### config.mk
export PLATFORM = sky130hd
export DESIGN_NAME = ssadc_timer
export DESIGN_NICKNAME = d
export VERILOG_FILES = /design/src/verilog/ssadc_pkg.sv /design/src/verilog/ssadc_sync.sv /design/src/verilog/ssadc_capture.sv /design/src/verilog/ssadc_timer.sv
export SDC_FILE = /design/constraint.sdc
export NUM_CORES = 1
export LEC_CHECK = 0
export ABC_AREA = 1
export BUFFER_PORTS_ARGS = -buffer_cell sky130_fd_sc_hd__buf_4
export CORE_ASPECT_RATIO = 0.5
export CORE_MARGIN = 5
export CORE_UTILIZATION = 45
export CTS_BUF_LIST = sky130_fd_sc_hd__clkbuf_8
export DETAILED_ROUTE_END_ITERATION = 8
export PLACE_DENSITY_LB_ADDON = 0.25
export SLEW_MARGIN = 5
export SYNTH_ARGS = -nofsm -noshare
export SYNTH_HDL_FRONTEND = slang
export SYNTH_SLANG_ARGS = --single-unit
### constraint.sdc
create_clock -name clock_i -period 10.2 [get_ports clock_i]
set_input_delay 2.04 -clock clock_i [delete_from_list [all_inputs] [get_ports clock_i]]
set_output_delay 2.04 -clock clock_i [all_outputs]
set_load 0.02 [all_outputs]
### src/verilog/ssadc_pkg.sv
package ssadc_pkg;
    // Register byte offsets on the AXI4-Lite bus
    localparam logic [7:0] SSADC_OFF_MODE = 8'h00;
    localparam logic [7:0] SSADC_OFF_TRIM = 8'h04;
    localparam logic [7:0] SSADC_OFF_SYNCW = 8'h08;
    localparam logic [7:0] SSADC_OFF_PERIOD = 8'h0c;
    localparam logic [7:0] SSADC_OFF_RES1 = 8'h10;
    localparam logic [7:0] SSADC_OFF_RES2 = 8'h14;
    localparam logic [7:0] SSADC_OFF_RES3 = 8'h18;
    localparam logic [7:0] SSADC_OFF_RESAUX = 8'h1c;
    localparam logic [7:0] SSADC_OFF_STATUS = 8'h20;
    // Mode control word fields
    localparam int SSADC_MODE_W = 9;
    localparam int SSADC_BIT_RATE = 7;
    localparam int SSADC_BIT_DOUBLE = 8;
    localparam int SSADC_BIT_SEL_HI = 1;
    localparam int SSADC_BIT_SEL_LO = 0;
    // Widths and limits
    localparam int SSADC_CNT_W = 12;
    localparam logic [11:0] SSADC_CNT_MAX = 12'hfff;
    localparam int SSADC_TRIM_W = 3;
    localparam logic [2:0] SSADC_TRIM_RST = 3'h0;
    localparam int SSADC_PER_W = 16;
    localparam logic [15:0] SSADC_PER_RST = 16'hffff;
    localparam logic [15:0] SSADC_SYNCW_RST = 16'h00fa;
    localparam logic [8:0] SSADC_MODE_RST = 9'h000;
    localparam logic [11:0] SSADC_RES_NONE = 12'h000;
    localparam int SSADC_NCH = 4;
    // AXI responses
    localparam logic [1:0] SSADC_RESP_OK = 2'h0;
    localparam logic [1:0] SSADC_RESP_ERR = 2'h2;
    // Conversion sequencer states
    typedef enum logic [2:0] {
        SSADC_IDLE = 3'b001,
        SSADC_RESET = 3'b010,
        SSADC_COUNT = 3'b100
    } ssadc_state_t;
endpackage : ssadc_pkg

### src/verilog/ssadc_sync.sv
`timescale 1ns/1ps
`default_nettype none
// Two-flop synchroniser for the comparator outputs
module ssadc_sync
    import ssadc_pkg::*;
(
    input wire logic clock_i, // Core clock
    input wire logic rst_i, // Async reset
    input wire logic [3:0] d_i, // Raw comparator levels
    output logic [3:0] q_o // Synchronised levels
);
    logic [3:0] meta_reg;
    // Only the second stage is read downstream
    always_ff @(posedge clock_i or posedge rst_i) begin
        if (rst_i) begin
            meta_reg <= 4'h0;
            q_o <= 4'h0;
        end else begin
            meta_reg <= d_i;
            q_o <= meta_reg;
        end
    end
endmodule : ssadc_sync
`default_nettype wire

### src/verilog/ssadc_capture.sv
`timescale 1ns/1ps
`default_nettype none
// One channel's first-trip capture
module ssadc_capture
    import ssadc_pkg::*;
(
    input wire logic clock_i, // Core clock
    input wire logic rst_i, // Async reset
    input wire logic start_i, // New conversion begins
    input wire logic counting_i, // Counter window open
    input wire logic trip_i, // Synchronised comparator
    input wire logic [11:0] count_i, // Shared counter
    input wire logic done_i, // Window closed
    output logic [11:0] result_o, // Published result
    output logic tripped_o // Tripped this conversion, held until start
);
    logic [11:0] hold_reg;
    // Latch first trip only, publish at window end
    always_ff @(posedge clock_i or posedge rst_i) begin
        if (rst_i) begin
            hold_reg <= SSADC_RES_NONE;
            tripped_o <= 1'b0;
            result_o <= SSADC_RES_NONE;
        end else begin
            if (start_i) begin
                tripped_o <= 1'b0;
                hold_reg <= SSADC_RES_NONE;
            end else if (counting_i && trip_i && !tripped_o) begin
                hold_reg <= count_i;
                tripped_o <= 1'b1;
            end
            if (done_i) begin
                result_o <= hold_reg;
            end
        end
    end
endmodule : ssadc_capture
`default_nettype wire

### src/verilog/ssadc_timer.sv
// Implementation choices: the register addresses and the AXI4-Lite slave port.
`timescale 1ns/1ps
`default_nettype none
// What this block does
// - Aux select bits pick input or reference
// - Four channels share one counter
// - Twelve-bit count from start is result
// - First trip on each channel captures count into own register
// - Mode bit 7 picks full or half rate
// - Sync pulse discharges ramp, restarts counter
// - Sync width comes from a register
// - Count limited to 4095 and remaining time
// - Period halves in double update mode
// - Three-bit ramp trim, resets to zero
// - No trip by window end gives zero
module ssadc_timer
    import ssadc_pkg::*;
(
    input wire logic clock_i, // Core clock 125 MHz
    input wire logic rst_i, // Async reset, high
    input wire logic cycle_sync_i, // Start of PWM cycle
    input wire logic [3:0] comp_i, // Comparators ch1..3, aux
    input wire logic [31:0] s_axi_awaddr, // AXI write address
    input wire logic s_axi_awvalid, // Write address valid
    output logic s_axi_awready, // Write address ready
    input wire logic [31:0] s_axi_wdata, // Write data
    input wire logic [3:0] s_axi_wstrb, // Write strobes
    input wire logic s_axi_wvalid, // Write data valid
    output logic s_axi_wready, // Write data ready
    output logic [1:0] s_axi_bresp, // Write response
    output logic s_axi_bvalid, // Write response valid
    input wire logic s_axi_bready, // Write response ready
    input wire logic [31:0] s_axi_araddr, // Read address
    input wire logic s_axi_arvalid, // Read address valid
    output logic s_axi_arready, // Read address ready
    output logic [31:0] s_axi_rdata, // Read data
    output logic [1:0] s_axi_rresp, // Read response
    output logic s_axi_rvalid, // Read data valid
    input wire logic s_axi_rready, // Read data ready
    output logic ramp_reset_o, // Ramp discharge, high
    output logic [1:0] aux_select_o, // Aux mux code
    output logic [2:0] ramp_current_trim_o // Current source trim
);
    ////////////////////////////////////////////////////////////////////////
    logic [8:0] mode_control_word_reg;
    logic [2:0] ramp_current_trim_reg;
    logic [15:0] sync_width_setting_reg;
    logic [15:0] period_reg;
    ssadc_state_t state_reg;
    logic [15:0] phase_reg;
    logic [11:0] count_reg;
    logic [11:0] limit_reg;
    logic half_reg;
    logic start;
    logic done;
    logic counting;
    logic [3:0] comp_sync;
    logic [3:0] tripped;
    logic [11:0] res [SSADC_NCH];
    logic [15:0] conv_period;
    logic [15:0] avail;
    logic [15:0] limit_next;
    logic aw_hold_reg;
    logic w_hold_reg;
    logic [7:0] awaddr_reg;
    logic [31:0] wdata_reg;
    logic [3:0] wstrb_reg;

    // Merge byte lanes into a stored word
    function automatic logic [31:0] ssadc_merge(input logic [31:0] old, input logic [31:0] nw,
                                                input logic [3:0] be);
        logic [31:0] r;
        r = old;
        for (int i = 0; i < 4; i++) begin
            if (be[i]) begin
                r[i*8 +: 8] = nw[i*8 +: 8];
            end
        end
        return r;
    endfunction : ssadc_merge

    ////////////////////////////////////////////////////////////////////////
    // Comparator synchroniser
    ssadc_sync u_ssadc_sync (
        .clock_i(clock_i),
        .rst_i(rst_i),
        .d_i(comp_i),
        .q_o(comp_sync)
    );

    // One capture per channel on the shared counter
    for (genvar c = 0; c < SSADC_NCH; c++) begin : g_ch
        ssadc_capture u_ssadc_capture (
            .clock_i(clock_i),
            .rst_i(rst_i),
            .start_i(start),
            .counting_i(counting),
            .trip_i(comp_sync[c]),
            .count_i(count_reg),
            .done_i(done),
            .result_o(res[c]),
            .tripped_o(tripped[c])
        );
    end

    ////////////////////////////////////////////////////////////////////////
    // Conversion period and count limit
    always_comb begin
        conv_period = mode_control_word_reg[SSADC_BIT_DOUBLE] ? {1'b0, period_reg[15:1]} : period_reg;
        avail = (conv_period > sync_width_setting_reg) ? 16'(conv_period - sync_width_setting_reg) : 16'h0000;
        if (!mode_control_word_reg[SSADC_BIT_RATE]) begin
            avail = {1'b0, avail[15:1]};
        end
        limit_next = (avail > 16'(SSADC_CNT_MAX)) ? 16'(SSADC_CNT_MAX) : avail;
    end

    assign start = cycle_sync_i;
    assign counting = (state_reg == SSADC_COUNT);
    assign done = start || (counting && (phase_reg == conv_period - 16'h0001));

    // Sequencer: sync pulse, then counting window
    always_ff @(posedge clock_i or posedge rst_i) begin
        if (rst_i) begin
            state_reg <= SSADC_IDLE;
            phase_reg <= 16'h0000;
            ramp_reset_o <= 1'b0;
            limit_reg <= 12'h000;
        end else begin
            phase_reg <= 16'(phase_reg + 16'h0001);
            case (state_reg)
                SSADC_IDLE: begin
                    ramp_reset_o <= 1'b0;
                end
                SSADC_RESET: begin
                    if (phase_reg + 16'h0001 >= sync_width_setting_reg) begin
                        state_reg <= SSADC_COUNT;
                        ramp_reset_o <= 1'b0;
                    end
                end
                SSADC_COUNT: begin
                    if (done) begin
                        state_reg <= SSADC_IDLE;
                    end
                end
                default: state_reg <= SSADC_IDLE;
            endcase
            if (start) begin
                state_reg <= SSADC_RESET;
                phase_reg <= 16'h0000;
                ramp_reset_o <= 1'b1;
                limit_reg <= limit_next[11:0];
            end
        end
    end

    // Shared counter, full or half rate, saturating at limit
    always_ff @(posedge clock_i or posedge rst_i) begin
        if (rst_i) begin
            count_reg <= 12'h000;
            half_reg <= 1'b0;
        end else if (start) begin
            count_reg <= 12'h000;
            half_reg <= 1'b0;
        end else if (counting) begin
            half_reg <= ~half_reg;
            if ((mode_control_word_reg[SSADC_BIT_RATE] || half_reg) && count_reg < limit_reg) begin
                count_reg <= 12'(count_reg + 12'h001);
            end
        end
    end

    // Auxiliary mux select and trim outputs
    always_ff @(posedge clock_i or posedge rst_i) begin
        if (rst_i) begin
            aux_select_o <= 2'h0;
            ramp_current_trim_o <= SSADC_TRIM_RST;
        end else begin
            aux_select_o <= {mode_control_word_reg[SSADC_BIT_SEL_HI],
                             mode_control_word_reg[SSADC_BIT_SEL_LO]};
            ramp_current_trim_o <= ramp_current_trim_reg;
        end
    end

    ////////////////////////////////////////////////////////////////////////
    // AXI write channel capture, either order
    always_ff @(posedge clock_i or posedge rst_i) begin
        if (rst_i) begin
            aw_hold_reg <= 1'b0;
            w_hold_reg <= 1'b0;
            awaddr_reg <= 8'h00;
            wdata_reg <= 32'h0;
            wstrb_reg <= 4'h0;
            s_axi_bvalid <= 1'b0;
            s_axi_bresp <= SSADC_RESP_OK;
            s_axi_awready <= 1'b1;
            s_axi_wready <= 1'b1;
        end else begin
            if (s_axi_awvalid && s_axi_awready) begin
                aw_hold_reg <= 1'b1;
                s_axi_awready <= 1'b0; // Closed until the response is taken
                awaddr_reg <= s_axi_awaddr[7:0];
            end
            if (s_axi_wvalid && s_axi_wready) begin
                w_hold_reg <= 1'b1;
                s_axi_wready <= 1'b0;
                wdata_reg <= s_axi_wdata;
                wstrb_reg <= s_axi_wstrb;
            end
            if (aw_hold_reg && w_hold_reg && !s_axi_bvalid) begin
                aw_hold_reg <= 1'b0;
                w_hold_reg <= 1'b0;
                s_axi_bvalid <= 1'b1;
                s_axi_bresp <= (awaddr_reg == SSADC_OFF_MODE || awaddr_reg == SSADC_OFF_TRIM ||
                                awaddr_reg == SSADC_OFF_SYNCW || awaddr_reg == SSADC_OFF_PERIOD)
                               ? SSADC_RESP_OK : SSADC_RESP_ERR;
            end else if (s_axi_bvalid && s_axi_bready) begin
                s_axi_bvalid <= 1'b0;
                s_axi_awready <= 1'b1; // Reopen both channels together
                s_axi_wready <= 1'b1;
            end
        end
    end


    // Register writes
    always_ff @(posedge clock_i or posedge rst_i) begin
        if (rst_i) begin
            mode_control_word_reg <= SSADC_MODE_RST;
            ramp_current_trim_reg <= SSADC_TRIM_RST;
            sync_width_setting_reg <= SSADC_SYNCW_RST;
            period_reg <= SSADC_PER_RST;
        end else if (aw_hold_reg && w_hold_reg && !s_axi_bvalid) begin
            case (awaddr_reg)
                SSADC_OFF_MODE: mode_control_word_reg <=
                    9'(ssadc_merge(32'(mode_control_word_reg), wdata_reg, wstrb_reg));
                SSADC_OFF_TRIM: ramp_current_trim_reg <=
                    3'(ssadc_merge(32'(ramp_current_trim_reg), wdata_reg, wstrb_reg));
                SSADC_OFF_SYNCW: sync_width_setting_reg <=
                    16'(ssadc_merge(32'(sync_width_setting_reg), wdata_reg, wstrb_reg));
                SSADC_OFF_PERIOD: period_reg <=
                    16'(ssadc_merge(32'(period_reg), wdata_reg, wstrb_reg));
                default: ;
            endcase
        end
    end

    // Read channel, one cycle answer
    always_ff @(posedge clock_i or posedge rst_i) begin
        if (rst_i) begin
            s_axi_rvalid <= 1'b0;
            s_axi_rdata <= 32'h0;
            s_axi_rresp <= SSADC_RESP_OK;
            s_axi_arready <= 1'b1;
        end else if (s_axi_arvalid && s_axi_arready) begin
            s_axi_rvalid <= 1'b1;
            s_axi_arready <= 1'b0; // One read in flight
            s_axi_rresp <= SSADC_RESP_OK;
            case (s_axi_araddr[7:0])
                SSADC_OFF_MODE: s_axi_rdata <= 32'(mode_control_word_reg);
                SSADC_OFF_TRIM: s_axi_rdata <= 32'(ramp_current_trim_reg);
                SSADC_OFF_SYNCW: s_axi_rdata <= 32'(sync_width_setting_reg);
                SSADC_OFF_PERIOD: s_axi_rdata <= 32'(period_reg);
                SSADC_OFF_RES1: s_axi_rdata <= 32'(res[0]);
                SSADC_OFF_RES2: s_axi_rdata <= 32'(res[1]);
                SSADC_OFF_RES3: s_axi_rdata <= 32'(res[2]);
                SSADC_OFF_RESAUX: s_axi_rdata <= 32'(res[3]);
                SSADC_OFF_STATUS: s_axi_rdata <= {26'h0, counting, ramp_reset_o, tripped};
                default: begin
                    s_axi_rdata <= 32'h0;
                    s_axi_rresp <= SSADC_RESP_ERR;
                end
            endcase
        end else if (s_axi_rvalid && s_axi_rready) begin
            s_axi_rvalid <= 1'b0;
            s_axi_arready <= 1'b1;
        end
    end


    ////////////////////////////////////////////////////////////////////////
    a_sync_discharge: assert property (@(posedge clock_i) disable iff (rst_i)
        start |=> ramp_reset_o && count_reg == 12'h000) else $error("sync did not discharge");
    a_count_limit: assert property (@(posedge clock_i) disable iff (rst_i)
        count_reg <= limit_reg || $past(start)) else $error("count above limit");
    a_half_rate: assert property (@(posedge clock_i) disable iff (rst_i)
        counting && !mode_control_word_reg[SSADC_BIT_RATE] && !start && $past(counting)
        && $changed(count_reg) |=> $stable(count_reg) || start) else $error("half rate too fast");
    a_full_rate: assert property (@(posedge clock_i) disable iff (rst_i)
        counting && mode_control_word_reg[SSADC_BIT_RATE] && count_reg < limit_reg && !start
        |=> count_reg == $past(count_reg) + 12'h001 || start || !counting) else $error("full rate stalled");
    a_aux_route: assert property (@(posedge clock_i) disable iff (rst_i)
        ##1 aux_select_o == $past(mode_control_word_reg[1:0])) else $error("aux select wrong");
    a_trim_drive: assert property (@(posedge clock_i) disable iff (rst_i)
        ##1 ramp_current_trim_o == $past(ramp_current_trim_reg)) else $error("trim not driven");
    a_width_hold: assert property (@(posedge clock_i) disable iff (rst_i)
        state_reg == SSADC_RESET |-> ramp_reset_o && !counting) else $error("ramp released early");
    a_no_count_idle: assert property (@(posedge clock_i) disable iff (rst_i)
        !counting && !start |=> $stable(count_reg)) else $error("counter moved outside window");
    a_first_trip: assert property (@(posedge clock_i) disable iff (rst_i)
        tripped[0] && !start |=> tripped[0]) else $error("trip flag lost");
    a_untripped_zero: assert property (@(posedge clock_i) disable iff (rst_i)
        done && !tripped[SSADC_NCH - 1] |=> res[SSADC_NCH - 1] == SSADC_RES_NONE) else $error("untripped not zero");
endmodule : ssadc_timer
`default_nettype wire

Yosys cells after proc, flatten, opt, wreduce, memory -nomap -nowiden

Index checks and enable logic that the tools add are counted.

Add/subtract/negate cells: 4
$mul: 0
Div/mod/pow operators: 0
Magnitude comparators: 4
Eq/ne operators: 18
Shifts and indexed selects: 0
Mux-type cells: 52
Bitwise operators: 1
Reductions and logical operators: 51

Operators by type and width:

| kind                  | number |
|---|---|
| $mux 12               | 12 |
| $pmux 16 s9           | 1 |
| $mux 16               | 4 |
| $eq 8x4->1 const B    | 4 |
| $eq 8x5->1 const B    | 4 |
| $mux 1                | 28 |
| $reduce_and 3->1      | 8 |
| $reduce_bool 2->1     | 10 |
| $logic_and 1x1->1     | 17 |
| $add 16x1->16 const B | 1 |
| $eq 16x16->1          | 1 |
| $eq 8x3->1 const B    | 2 |
| $ge 16x16->1          | 1 |
| $gt 16x12->1 const B  | 1 |
| $gt 16x16->1          | 1 |
| $logic_not 8->1       | 2 |
| $sub 16x1->16 const B | 1 |
| $sub 16x16->16        | 1 |
| $add 12x1->12 const B | 1 |
| $lt 12x12->1          | 1 |
| $mux 3                | 3 |
| $pmux 3 s3            | 1 |
| $reduce_or 9->1       | 1 |
| $eq 8x6->1 const B    | 1 |
| other kinds (12)      | 23 |

Bits in registers: 271
Latch bits: 0
Bits in writable memories: 0
Memory bits (read-only): 0
Output and inout port bits: 47
Memories: 0

Depth between registers and ports, before layout

Gate-level depths: netlist (run 1).

Word-level depth: 8
Depth in mapped cells: 22
Mapped depth without buffers: 22

Hierarchy

A second synthesis (run 1) with hierarchy kept.

Cell total of the unflattened synthesis: 1761
Area, all modules: 13807.0 um2

Modules (own cells, without submodules):

| module        | times used | cells an instance | area each (um2) | sequential area each (um2) |
|---|---|---|---|---|
| ssadc_timer   | 1          | 1312              | 9539.1          | 3661.0 |
| ssadc_capture | 4          | 110               | 1016.0          | 625.6 |
| ssadc_sync    | 1          | 9                 | 203.9           | 200.2 |

Worst setup path after synthesis (run 1)

No wires, ideal clock.

Path type: input to register
Start: input port s_axi_araddr[7]
End: register s_axi_rresp[1]
Setup time: 0.122 ns
Arrival time: 3.256 ns
Path slack: 6.823 ns
Cell stages on the path: 6
Path buffers: 1
Path through: nor2_1 nand3_1 nor4_1 clkbuf_1 a31oi_1 a32o_1

Longest elaborated chain between the ends: 3
Elaborated cells on any way between the ends: 11
Those cells by class: eq/ne (8); mux (1); reduce/logical (2)

RTL lines:

| what                               | RTL line           | source |
|---|---|---|
| from (decl)                        | ssadc_timer.sv:33  | `input wire logic [31:0] s_axi_araddr,` |
| $eq 8x6->1 (tied with other cells) | ssadc_timer.sv:258 | `case (s_axi_araddr[7:0])` |
| $reduce_or 9->1 (no source line) * | n/a                |  |
| $mux 2 *                           | ssadc_timer.sv:258 |  |
| to (signal assigned)               | ssadc_timer.sv:252 | `s_axi_rresp <= SSADC_RESP_OK;` |
| to (signal assigned)               | ssadc_timer.sv:257 | `s_axi_rresp <= SSADC_RESP_OK;` |
| to (signal assigned)               | ssadc_timer.sv:270 | `s_axi_rresp <= SSADC_RESP_ERR;` |
| to (decl)                          | ssadc_timer.sv:37  | `output logic [1:0] s_axi_rresp,` |

Every way passes the cells marked *; elsewhere a longest branch is shown, timed or not.
A chain may end at the register's enable or synchronous reset.

Worst setup path in the final report (run 1)

Start: input port cycle_sync_i
End: register g_ch[0].u_ssadc_capture.hold_reg[11]

Longest elaborated chain between the ends: 1
Elaborated cells on any way between the ends: 2
Those cells by class: mux (1); reduce/logical (1)

RTL lines:

| what                                         | RTL line            | source |
|---|---|---|
| from (decl)                                  | ssadc_timer.sv:21   | `input wire logic cycle_sync_i,` |
| $mux 12 or $reduce_bool 2->1 (tied branches) | n/a                 |  |
| to (signal assigned)                         | ssadc_capture.sv:29 | `hold_reg <= count_i;` |
| to (decl)                                    | ssadc_capture.sv:17 | `logic [11:0] hold_reg;` |

Several ways; a longest one is shown, not always the timed one.

==> run metrics, run 1 <==
Clock Latency Late Sink=between 0.5 and 0.6 ns; Resized Gates After CTS=0; worst-path cell with the longest stage delay=inv_2; Nets=between 1500 and 2000; DIE AREA=roughly 0.034 mm^2; input/output buffers=74; Die X=around 260 um; Max rail drop VDD=~0.00017 V; Hold Vio Cnt, Final=0; core area=0.0302 mm^2; Final Skew=around 0.031 ns; sequential share of the synthesized area=0.465; Max-slew headroom=0.307; Post-synth ARST share=1.00; Hold-fix buffers, CTS=0; vias per cell=5.21; Iter 0 DRT Violations=around 1200; largest net degree at the start of global routing=~140; TritonRoute pass-1 iters=7; final setup fails=0; RSZ-0062 raised after global routing=no; H-tree Lvls=2; Area Overhead vs Synth=11.9%; Fillers=slightly below 3000; PwrDens=roughly 250 mW/mm^2; DR WL/cell=16.7 um; CTS buffer count=40; CP Buf/Inv Count=4; most used cell along the critical path=buf_4; Tmin final=about 4.3 ns; Die Y=around 130 um; total vias in the final route=approximately 12000; WS Path Type=in2reg; number of synthesized flops with an enable pin=0; Routed WL=between 30 and 40 mm; Top delay family on crit path=buffers and inverters; fmax=0.232 GHz; Reg area=roughly 0.0064 mm^2; Hold Crit Class=reg2reg; status=completed; Mapped Cells=between 1500 and 2000; IO Count=159; Clk pin slew, worst setup/hold paths=0.07 ns; CTS tree=built; Initial Util=0.454; Detail Route Antenna Nets=0; Post-DP HPWL=26.6 mm; area occupied by multi-input gates=between 0.006 and 0.007 mm^2; n_diodes=0; GRT Util Overall=0.216; crit path cell chain=buf_4 -> inv_2 -> buf_4 -> nand2_1 -> inv_1 -> o21ai_0; Startpoint Class=input port; Crit Path Max Fanout=58; Least-Margin Pin Slew=1.04 ns; DRC errors left=0; CTS Sinks=between 200 and 300; gpl congestion=slightly above 0.9; Post-Syn Area=approximately 0.014 mm^2; Synth Register Bits=253; Worst Setup End Kind=flop; grt total ovfl=0; share of cells above drive strength 1=0.110; Post-synth top flop=dfrtp_1; worst path required time=roughly 11 ns; Fin Hold WS=about 0.34 ns; antenna violations before repair=0; leakage power=8.00 nW; Avg Cell Area, Syn=between 7 and 8 um^2; global-route wire length before repair=slightly below 60 mm; row cnt=45; max incr delay on CP=0.60 ns; Final period util=0.422; Arrival @ worst endpoint=about 4.7 ns; number of global-route vias before repair=11039; setup tns final=0 ns; Max Slew Vio Count=0; postcts setup bufs=0; synthesis warning total=0; Max-Cap Viols=0; library cells used by synthesis=50; clk buf depth=3; clock root cell=clkbuf_8
[cell usage after synthesis, drive strengths merged (5+ instances only)]
| library cell | count | share of area |
|---|---|---|
| a21oi | 59 | 0.022 |
| a221oi | 13 | 0.0083 |
| buf | 44 | 0.023 |
| clkbuf | 33 | 0.0090 |
| dfrtp | 227 | 0.41 |
| dfstp | 26 | 0.050 |
| ha | 47 | 0.043 |
| inv | 201 | 0.055 |
| mux2 | 14 | 0.012 |
| nand2 | 584 | 0.16 |
| nand3 | 136 | 0.051 |
| nand3b | 9 | 0.0049 |
| nand4 | 15 | 0.0069 |
| nor2 | 114 | 0.033 |
| nor3 | 22 | 0.0080 |
| nor4 | 10 | 0.0046 |
| o21ai | 133 | 0.049 |
| o21bai | 8 | 0.0044 |
| o22ai | 7 | 0.0032 |
| o31ai | 10 | 0.0055 |
| xnor2 | 5 | 0.0032 |
| xor2 | 23 | 0.015 |
[layer usage]
metal	wire length [um]	GRT usage
met4	892	0.0572
met2	16800	0.345
met1	17300	0.306
met5	0	0
met3	2530	0.0409
[layout by cell type, fill, tap and decap left out, types with 3 or more instances in the layout]
| cell type | instances |
|---|---|
| a21oi_1 | 59 |
| a221oi_1 | 13 |
| a22o_1 | 3 |
| a31oi_1 | 3 |
| buf_4 | 81 |
| clkbuf_8 | 55 |
| conb_1 | 18 |
| dfrtp_1 | 227 |
| dfstp_2 | 26 |
| ha_1 | 47 |
| inv_1 | 212 |
| mux2_2 | 14 |
| nand2_1 | 575 |
| nand2_2 | 7 |
| nand3_1 | 134 |
| nand3b_1 | 9 |
| nand4_1 | 15 |
| nor2_1 | 106 |
| nor2_2 | 6 |
| nor3_1 | 22 |
| nor4_1 | 9 |
| o21ai_0 | 128 |
| o21ai_1 | 5 |
| o21bai_1 | 8 |
| o22ai_1 | 7 |
| o31ai_1 | 10 |
| xnor2_1 | 5 |
| xor2_1 | 23 |
[final timing paths]
kind	from	endpoint	slack, ns	cells past startpoint
setup / recovery	cycle_sync_i	g_ch[0].u_ssadc_capture.hold_reg[11]	5.89	6
hold / removal	u_ssadc_sync.meta_reg[0]	u_ssadc_sync.q_o[0]	0.34	0
setup reg to reg	mode_control_word_reg[8]	g_ch[2].u_ssadc_capture.result_o[11]	6.01	18
hold reg to reg	u_ssadc_sync.meta_reg[0]	u_ssadc_sync.q_o[0]	0.34	0
max in group asynchronous	rst_i	sync_width_setting_reg[8]	7.09	3
min in group asynchronous	rst_i	u_ssadc_sync.meta_reg[2]	1.70	2
[logic make-up after synthesis]
| kind of cell | share of synthesized area |
|---|---|
| other | 0.000274 |
| adders and majority gates | 0.0444 |
| DFF | 0.465 |
| xor gates and xnor gates | 0.0179 |
| buffers and inverters | 0.0879 |
| AOI/OAI and AO/OA | 0.101 |
| and+or+nand+nor | 0.273 |
| muxes | 0.0115 |
[stage by stage]
step / cell area, um^2 / worst slack, ns / std cells / total power [W] / utilization
detailed placement: 14400 / 5.31 / 2182 / 0.00282 / 0.479
finish: 15300 / 5.89 / 2256 / 0.00376 / 0.508
global placement: 14400 / 5.31 / 2182 / 0.00280 / 0.479
floorplan: 13800 / 1.25 / 1779 / 0.00246 / -
CTS: 15300 / 5.93 / 2256 / 0.00377 / 0.508
global route: 15300 / 5.62 / 2256 / 0.00406 / 0.508
[area by class of cell]
type                            count  area share
Timing Repair Buffer               81      0.0397
Clock inverter                     19     0.00776
Clock buffer                       55      0.0494
Sequential cell                   253       0.415
Multi-Input combinational cell   1247       0.405
Tap cell                          399      0.0326
Inverter                          202      0.0501
[power breakdown]
group          total, W  switching (W)  internal, W
registers       0.00127      0.0000943      0.00117
clock network  0.000935       0.000427     0.000508
logic           0.00156        0.00105     0.000505
total           0.00376        0.00157      0.00218
No activity file was read; power rests on OpenSTA's default activity.
==> run 2: changes to the inputs <==
clock period = 3.5 ns   (was 10.2 ns; I/O delays follow)
==> run 2 against run 1 <==
Sequential share of layout area decreased by 0.67 points. Total power rose to 2.9 times the previous value. Wire length up 1.2%. Count of clock-buffer cells in the layout is 10 lower. Clock power increased to 2.6 times the previous value. Global-route usage rose by 0.59 points. Critical path type is now reg2reg. Highest routed layer unchanged.
==> run metrics, run 2 (synthesis gave the netlist of run 1 again) <==
share of total power in sequential cells=0.343 (+0.006); DRC errors left=0 (unchanged); Int Power=0.00620 W (+180%); clk buf depth=3 (unchanged); CTS tree=built; most common cell after layout, fill and taps aside=nand2_1; Area Overhead vs Synth=13.7%; Clk pin slew, worst setup/hold paths=0.07 ns (about the same); antenna violations before repair=0 (unchanged); global-route wire length before repair=61.3 mm (+2.8%); DIE AREA=0.0342 mm^2 (unchanged); CP Buf/Inv Count=5 (+1); Routed WL=38.1 mm (+1.2%); GRT Util Overall=0.222 (+0.00587); largest net degree at the start of global routing=72 (-49%); Crit Path Max Fanout=5 (-91%); pre-CTS setup slack=0.0186 ns (-5.29 ns); Detail Route Antenna Nets=0 (unchanged); final setup fails=0 (unchanged); Max-Cap Viols=0 (unchanged); Gate power share=0.434 (+0.019); DP Area=0.0148 mm^2 (+2.1%); IO Count=159 (unchanged); worst path required time=4.00 ns (-6.63 ns); Initial Util=0.454 (unchanged); fmax=between 0.3 and 0.4 GHz; Clock Power Share=0.223 (-0.026); worst setup margin=0.268 ns (-5.63 ns); DR WL/cell=16.6 um (-0.27%); vias per cell=5.19 (-0.29%); crit path cell chain=buf_6 -> nand3_2 -> nand3b_1 -> nor2_2 -> nand3_2 -> nor2_2 -> nand2_1 -> nor2_2 -> nand3_1 -> xor2_1 -> inv_1 -> ha_1 -> nand2_1 -> inv_1 -> nand3_2 -> inv_1 -> a21oi_2 -> nand4_1 -> nor2_2 -> inv_2 -> nand3_1 -> nand2_1; core area=0.0302 mm^2 (unchanged); Post-DP HPWL=27.6 mm (+3.5%); PwrDens=692 mW/mm^2 (+180%); Clock Latency Late Sink=0.58 ns (about the same); status=completed; Die Y=133 um (unchanged); Worst Setup End Kind=flop; Final period util=0.924; most used cell along the critical path=nor2_2; number of global-route vias before repair=11227 (+1.7%); Psw=0.00458 W (+190%); clock root cell=clkbuf_8; Die X=257 um (unchanged); leakage power=8.16 nW (+2.0%); gpl congestion=0.939 (+2.1%); Hold Vio Cnt, Final=0 (unchanged); worst-path cell with the longest stage delay=dfrtp_1; Max-slew headroom=0.524 (+0.217); grt total ovfl=0 (unchanged); max incr delay on CP=0.38 ns (-0.22 ns); Hold Crit Class=in2async; CTS buffer count=38 (-5.0%); Final Skew=0.0304 ns (-0.00102 ns); input/output buffers=74 (unchanged); share of cells above drive strength 1=0.131 (+0.0208); Least-Margin Pin Slew=0.712 ns (-0.326 ns); n_diodes=0 (unchanged); row cnt=45 (unchanged); Tmin final=approximately 3.2 ns; Top delay family on crit path=simple AND/OR/NAND/NOR gates; cell area after layout=0.0156 mm^2 (+1.6%); WS Path Type=reg2reg; Arrival @ worst endpoint=3.74 ns (-0.99 ns); Fillers=2996 (+1.6%); H-tree Lvls=2 (unchanged); CTS Sinks=253 (unchanged); Max rail drop VDD=0.000483 V (+190%); total vias in the final route=11890 (+1.2%); Startpoint Class=flop; Nets=2021 (+1.8%); Max Slew Vio Count=0 (unchanged); TritonRoute pass-1 iters=5 (-2); commonest non-fill, non-tap cells in the layout=nand2_1 (575), dfrtp_1 (227), inv_1 (216), nand3_1 (131), o21ai_0 (127); Iter 0 DRT Violations=1110 (-7.8%); sw frac=0.425 (+0.00626)
## run 2: area by class of cell
type	instances	area (um^2)	share of cell area
Tap cell	399	499	0.0321
Sequential cell	253	6360	0.409
Inverter	202	764	0.0491
Multi-Input combinational cell	1247	6250	0.401
Clock inverter	25	118	0.00755
Clock buffer	45	619	0.0398
Timing Repair Buffer	119	960	0.0616
## run 2: final timing paths
kind | startpoint | endpoint | slack (ns) | depth (start not counted)
max | phase_reg[0] | state_reg[0] | 0.27 | 22
max in group asynchronous | rst_i | u_ssadc_sync.meta_reg[2] | 2.39 | 3
max reg2reg | phase_reg[0] | state_reg[0] | 0.27 | 22
min | rst_i | g_ch[2].u_ssadc_capture.hold_reg[10] | 0.22 | 2
min in group clock_i | comp_i[0] | u_ssadc_sync.meta_reg[0] | 0.24 | 1
min reg2reg | u_ssadc_sync.meta_reg[2] | u_ssadc_sync.q_o[2] | 0.35 | 0
## run 2: power by group through the flow
stage,Sequential (W),Clock [W],Combinational [W]
CTS,0.00370,0.00246,0.00466
global route,0.00375,0.00259,0.00538
floorplan,0.00371,0,0.00347
detailed placement,0.00373,0,0.00461
global placement,0.00374,0,0.00456
finish,0.00370,0.00240,0.00468
## run 2: repair_timing
action	in CTS	in global routing
buffers inserted	0	4
pin swaps	0	7
endpoints found under the setup margin	2	4
resized for setup	2	14
hold endpoints to repair	0	0
hold buffers	0	0
## run 2: per-stage QoR
step / power (W) / hold WS, ns / std cells / TNS [ns] / util
final: 0.0108 / 0.217 / 2290 / 0 / 0.516
after global routing: 0.0117 / 0.198 / 2290 / -0.0260 / 0.516
after CTS: 0.0108 / 0.187 / 2286 / 0 / 0.513
after detailed placement: 0.00834 / 0.338 / 2216 / 0 / 0.489
after global placement: 0.00829 / 0.334 / 2216 / 0 / 0.489
after floorplan: 0.00718 / 0.331 / 1779 / -115.42 / -
## run 2: per-layer routing
layer	wire length [um]	track usage	vias up
li1	-	-	5858
met1	17800	0.324	5679
met2	17200	0.348	292
met3	2330	0.0360	61
met4	772	0.0563	0
met5	0	0	-
==> run 3: changes to the inputs <==
CORE_UTILIZATION = 55   (was 45)
==> run 3 against run 2 <==
Total power about the same. Non-clock buffer count decreased by 2. Global-route usage rose by 4.5 points. Count of clock-buffer cells in the layout grew 2. Setup slack lost 0.081 ns. Register-to-register slack got worse by 0.08 ns. Critical endpoint is now limit_reg[7]. Largest cell class unchanged. Highest routed layer unchanged.
==> run metrics, run 3 (synthesis gave the netlist of run 1 again) <==
DR WL/cell=16.7 um (+0.70%); Initial Util=0.564 (+0.110); most common cell after layout, fill and taps aside=nand2_1; GRT Util Overall=0.267 (+0.0445); row cnt=40 (-11%); CTS buffer count=37 (-2.6%); Detail Route Antenna Nets=0 (unchanged); number of global-route vias before repair=11334 (+0.95%); Fillers=2134 (-29%); total vias in the final route=11950 (+0.50%); IO Count=159 (unchanged); Tmin final=3.31 ns (+0.0812 ns); Hold Crit Class=in2reg; fmax=0.302 GHz (-2.5%); H-tree Lvls=2 (unchanged); Iter 0 DRT Violations=1132 (+2.0%); fin util=0.638 (+0.122); Final Total Pwr=0.0108 W (about the same); input/output buffers=74 (unchanged); Max-Cap Viols=0 (unchanged); Nets=2018 (-0.15%); PwrDens=696 mW/mm^2 (+0.56%); DIE AREA=0.0284 mm^2 (-17%); vias per cell=5.38 (+3.6%); pre-CTS setup slack=-0.0636 ns (-0.0822 ns); share of cells above drive strength 1=0.134 (+0.00307); TritonRoute pass-1 iters=5 (unchanged); core area=0.0243 mm^2 (-20%); n_diodes=0 (unchanged); Die X=233 um (-9.2%); Crit Path Max Fanout=11 (+6); clk buf depth=3 (unchanged); Arrival @ worst endpoint=3.76 ns (+0.02 ns); worst path required time=3.95 ns (-0.05 ns); grt total ovfl=0 (unchanged); Clock Latency Late Sink=0.58 ns (about the same); antenna violations before repair=0 (unchanged); largest net degree at the start of global routing=58 (-19%); cell area after layout=0.0155 mm^2 (-0.55%); status=completed; Final period util=0.947 (+0.0232); DP Area=0.0147 mm^2 (-0.69%); Least-Margin Pin Slew=0.991 ns (+0.278 ns); Die Y=122 um (-8.8%); gpl congestion=0.937 (-0.22%); Routed WL=37.2 mm (-2.3%); Max rail drop VDD=0.000571 V (+18%); area occupied by multi-input gates=0.00625 mm^2 (about the same); worst setup margin=0.186 ns (-0.0812 ns); final setup fails=0 (unchanged); Area Overhead vs Synth=13.1%; Startpoint Class=flop; CTS tree=built; Reg area=0.00636 mm^2 (unchanged); DRC errors left=0 (unchanged); Clk pin slew, worst setup/hold paths=0.07 ns (about the same); CTS Sinks=253 (unchanged); Hold Vio Cnt, Final=0 (unchanged); Hold-fix buffers, CTS=0 (unchanged); Post-DP HPWL=27.1 mm (-1.7%); commonest non-fill, non-tap cells in the layout=nand2_1 (572), dfrtp_1 (227), inv_1 (208), nand3_1 (132), o21ai_0 (127); leakage power=8.12 nW (-0.48%); Fin Hold WS=0.248 ns (+0.0309 ns); clock root cell=clkbuf_8; Max-slew headroom=0.336 (-0.188); Final Skew=0.0234 ns (-0.00708 ns); global-route wire length before repair=59.8 mm (-2.5%); Max Slew Vio Count=0 (unchanged); WS Path Type=reg2reg; Worst Setup End Kind=flop
## run 3: layout make-up
class,instances,share of cell area
Clock buffer,47,0.0418
Clock inverter,19,0.00614
Inverter,202,0.0494
Multi-Input combinational cell,1247,0.404
Sequential cell,253,0.411
Tap cell,336,0.0271
Timing Repair Buffer,117,0.0610
## run 3: final timing paths
check | from | end | slack (ns) | depth (start not counted)
min in group asynchronous | rst_i | mode_control_word_reg[1] | 0.29 | 2
setup reg to reg | mode_control_word_reg[8] | limit_reg[7] | 0.19 | 15
setup / recovery | mode_control_word_reg[8] | limit_reg[7] | 0.19 | 15
hold reg to reg | u_ssadc_sync.meta_reg[3] | u_ssadc_sync.q_o[3] | 0.34 | 0
hold / removal | comp_i[3] | u_ssadc_sync.meta_reg[3] | 0.25 | 1
max in group asynchronous | rst_i | s_axi_arready | 2.33 | 3
## run 3: critical path: stages, from the launching register on
cell and delay (ns):
dfrtp_1 0.56, buf_4 0.26, o21ai_0 0.36, ha_1 0.36, a21oi_1 0.26, a21boi_0 0.20
o21ai_1 0.10, buf_4 0.15, nand2_1 0.07, nand2_1 0.05, nand2_1 0.05, nand2_1 0.08
nand2_1 0.07, nand4_1 0.14, nand2_1 0.34, a21oi_1 0.12
## run 3: repair_timing
item                       CTS  global route
setup endpoints to repair   13             4
buffers inserted             0             5
pin swaps                    0             5
resized for setup            2            16
## run 3: per-stage QoR
| stage | setup TNS [ns] | std cells |
|---|---|---|
| final | 0 | 2221 |
| after global routing | -0.0529 | 2221 |
| after CTS | 0 | 2216 |
| after detailed placement | -0.249 | 2150 |
| after global placement | -0.0251 | 2150 |
| after floorplan | -115.42 | 1779 |
## run 3: routing by layer
layer / track usage / wire length (um) / vias to the layer above
met1: 0.382 / 16800 / 5647
met5: 0 / 0 / -
li1: - / - / 5843
met4: 0.0627 / 616 / 0
met3: 0.0610 / 3070 / 50
met2: 0.417 / 16700 / 410
## run 3: power breakdown
group	total [W]	internal, W	switching [W]
clock	0.00241	0.00122	0.00120
combinational	0.00465	0.00158	0.00307
sequential	0.00372	0.00341	0.000304
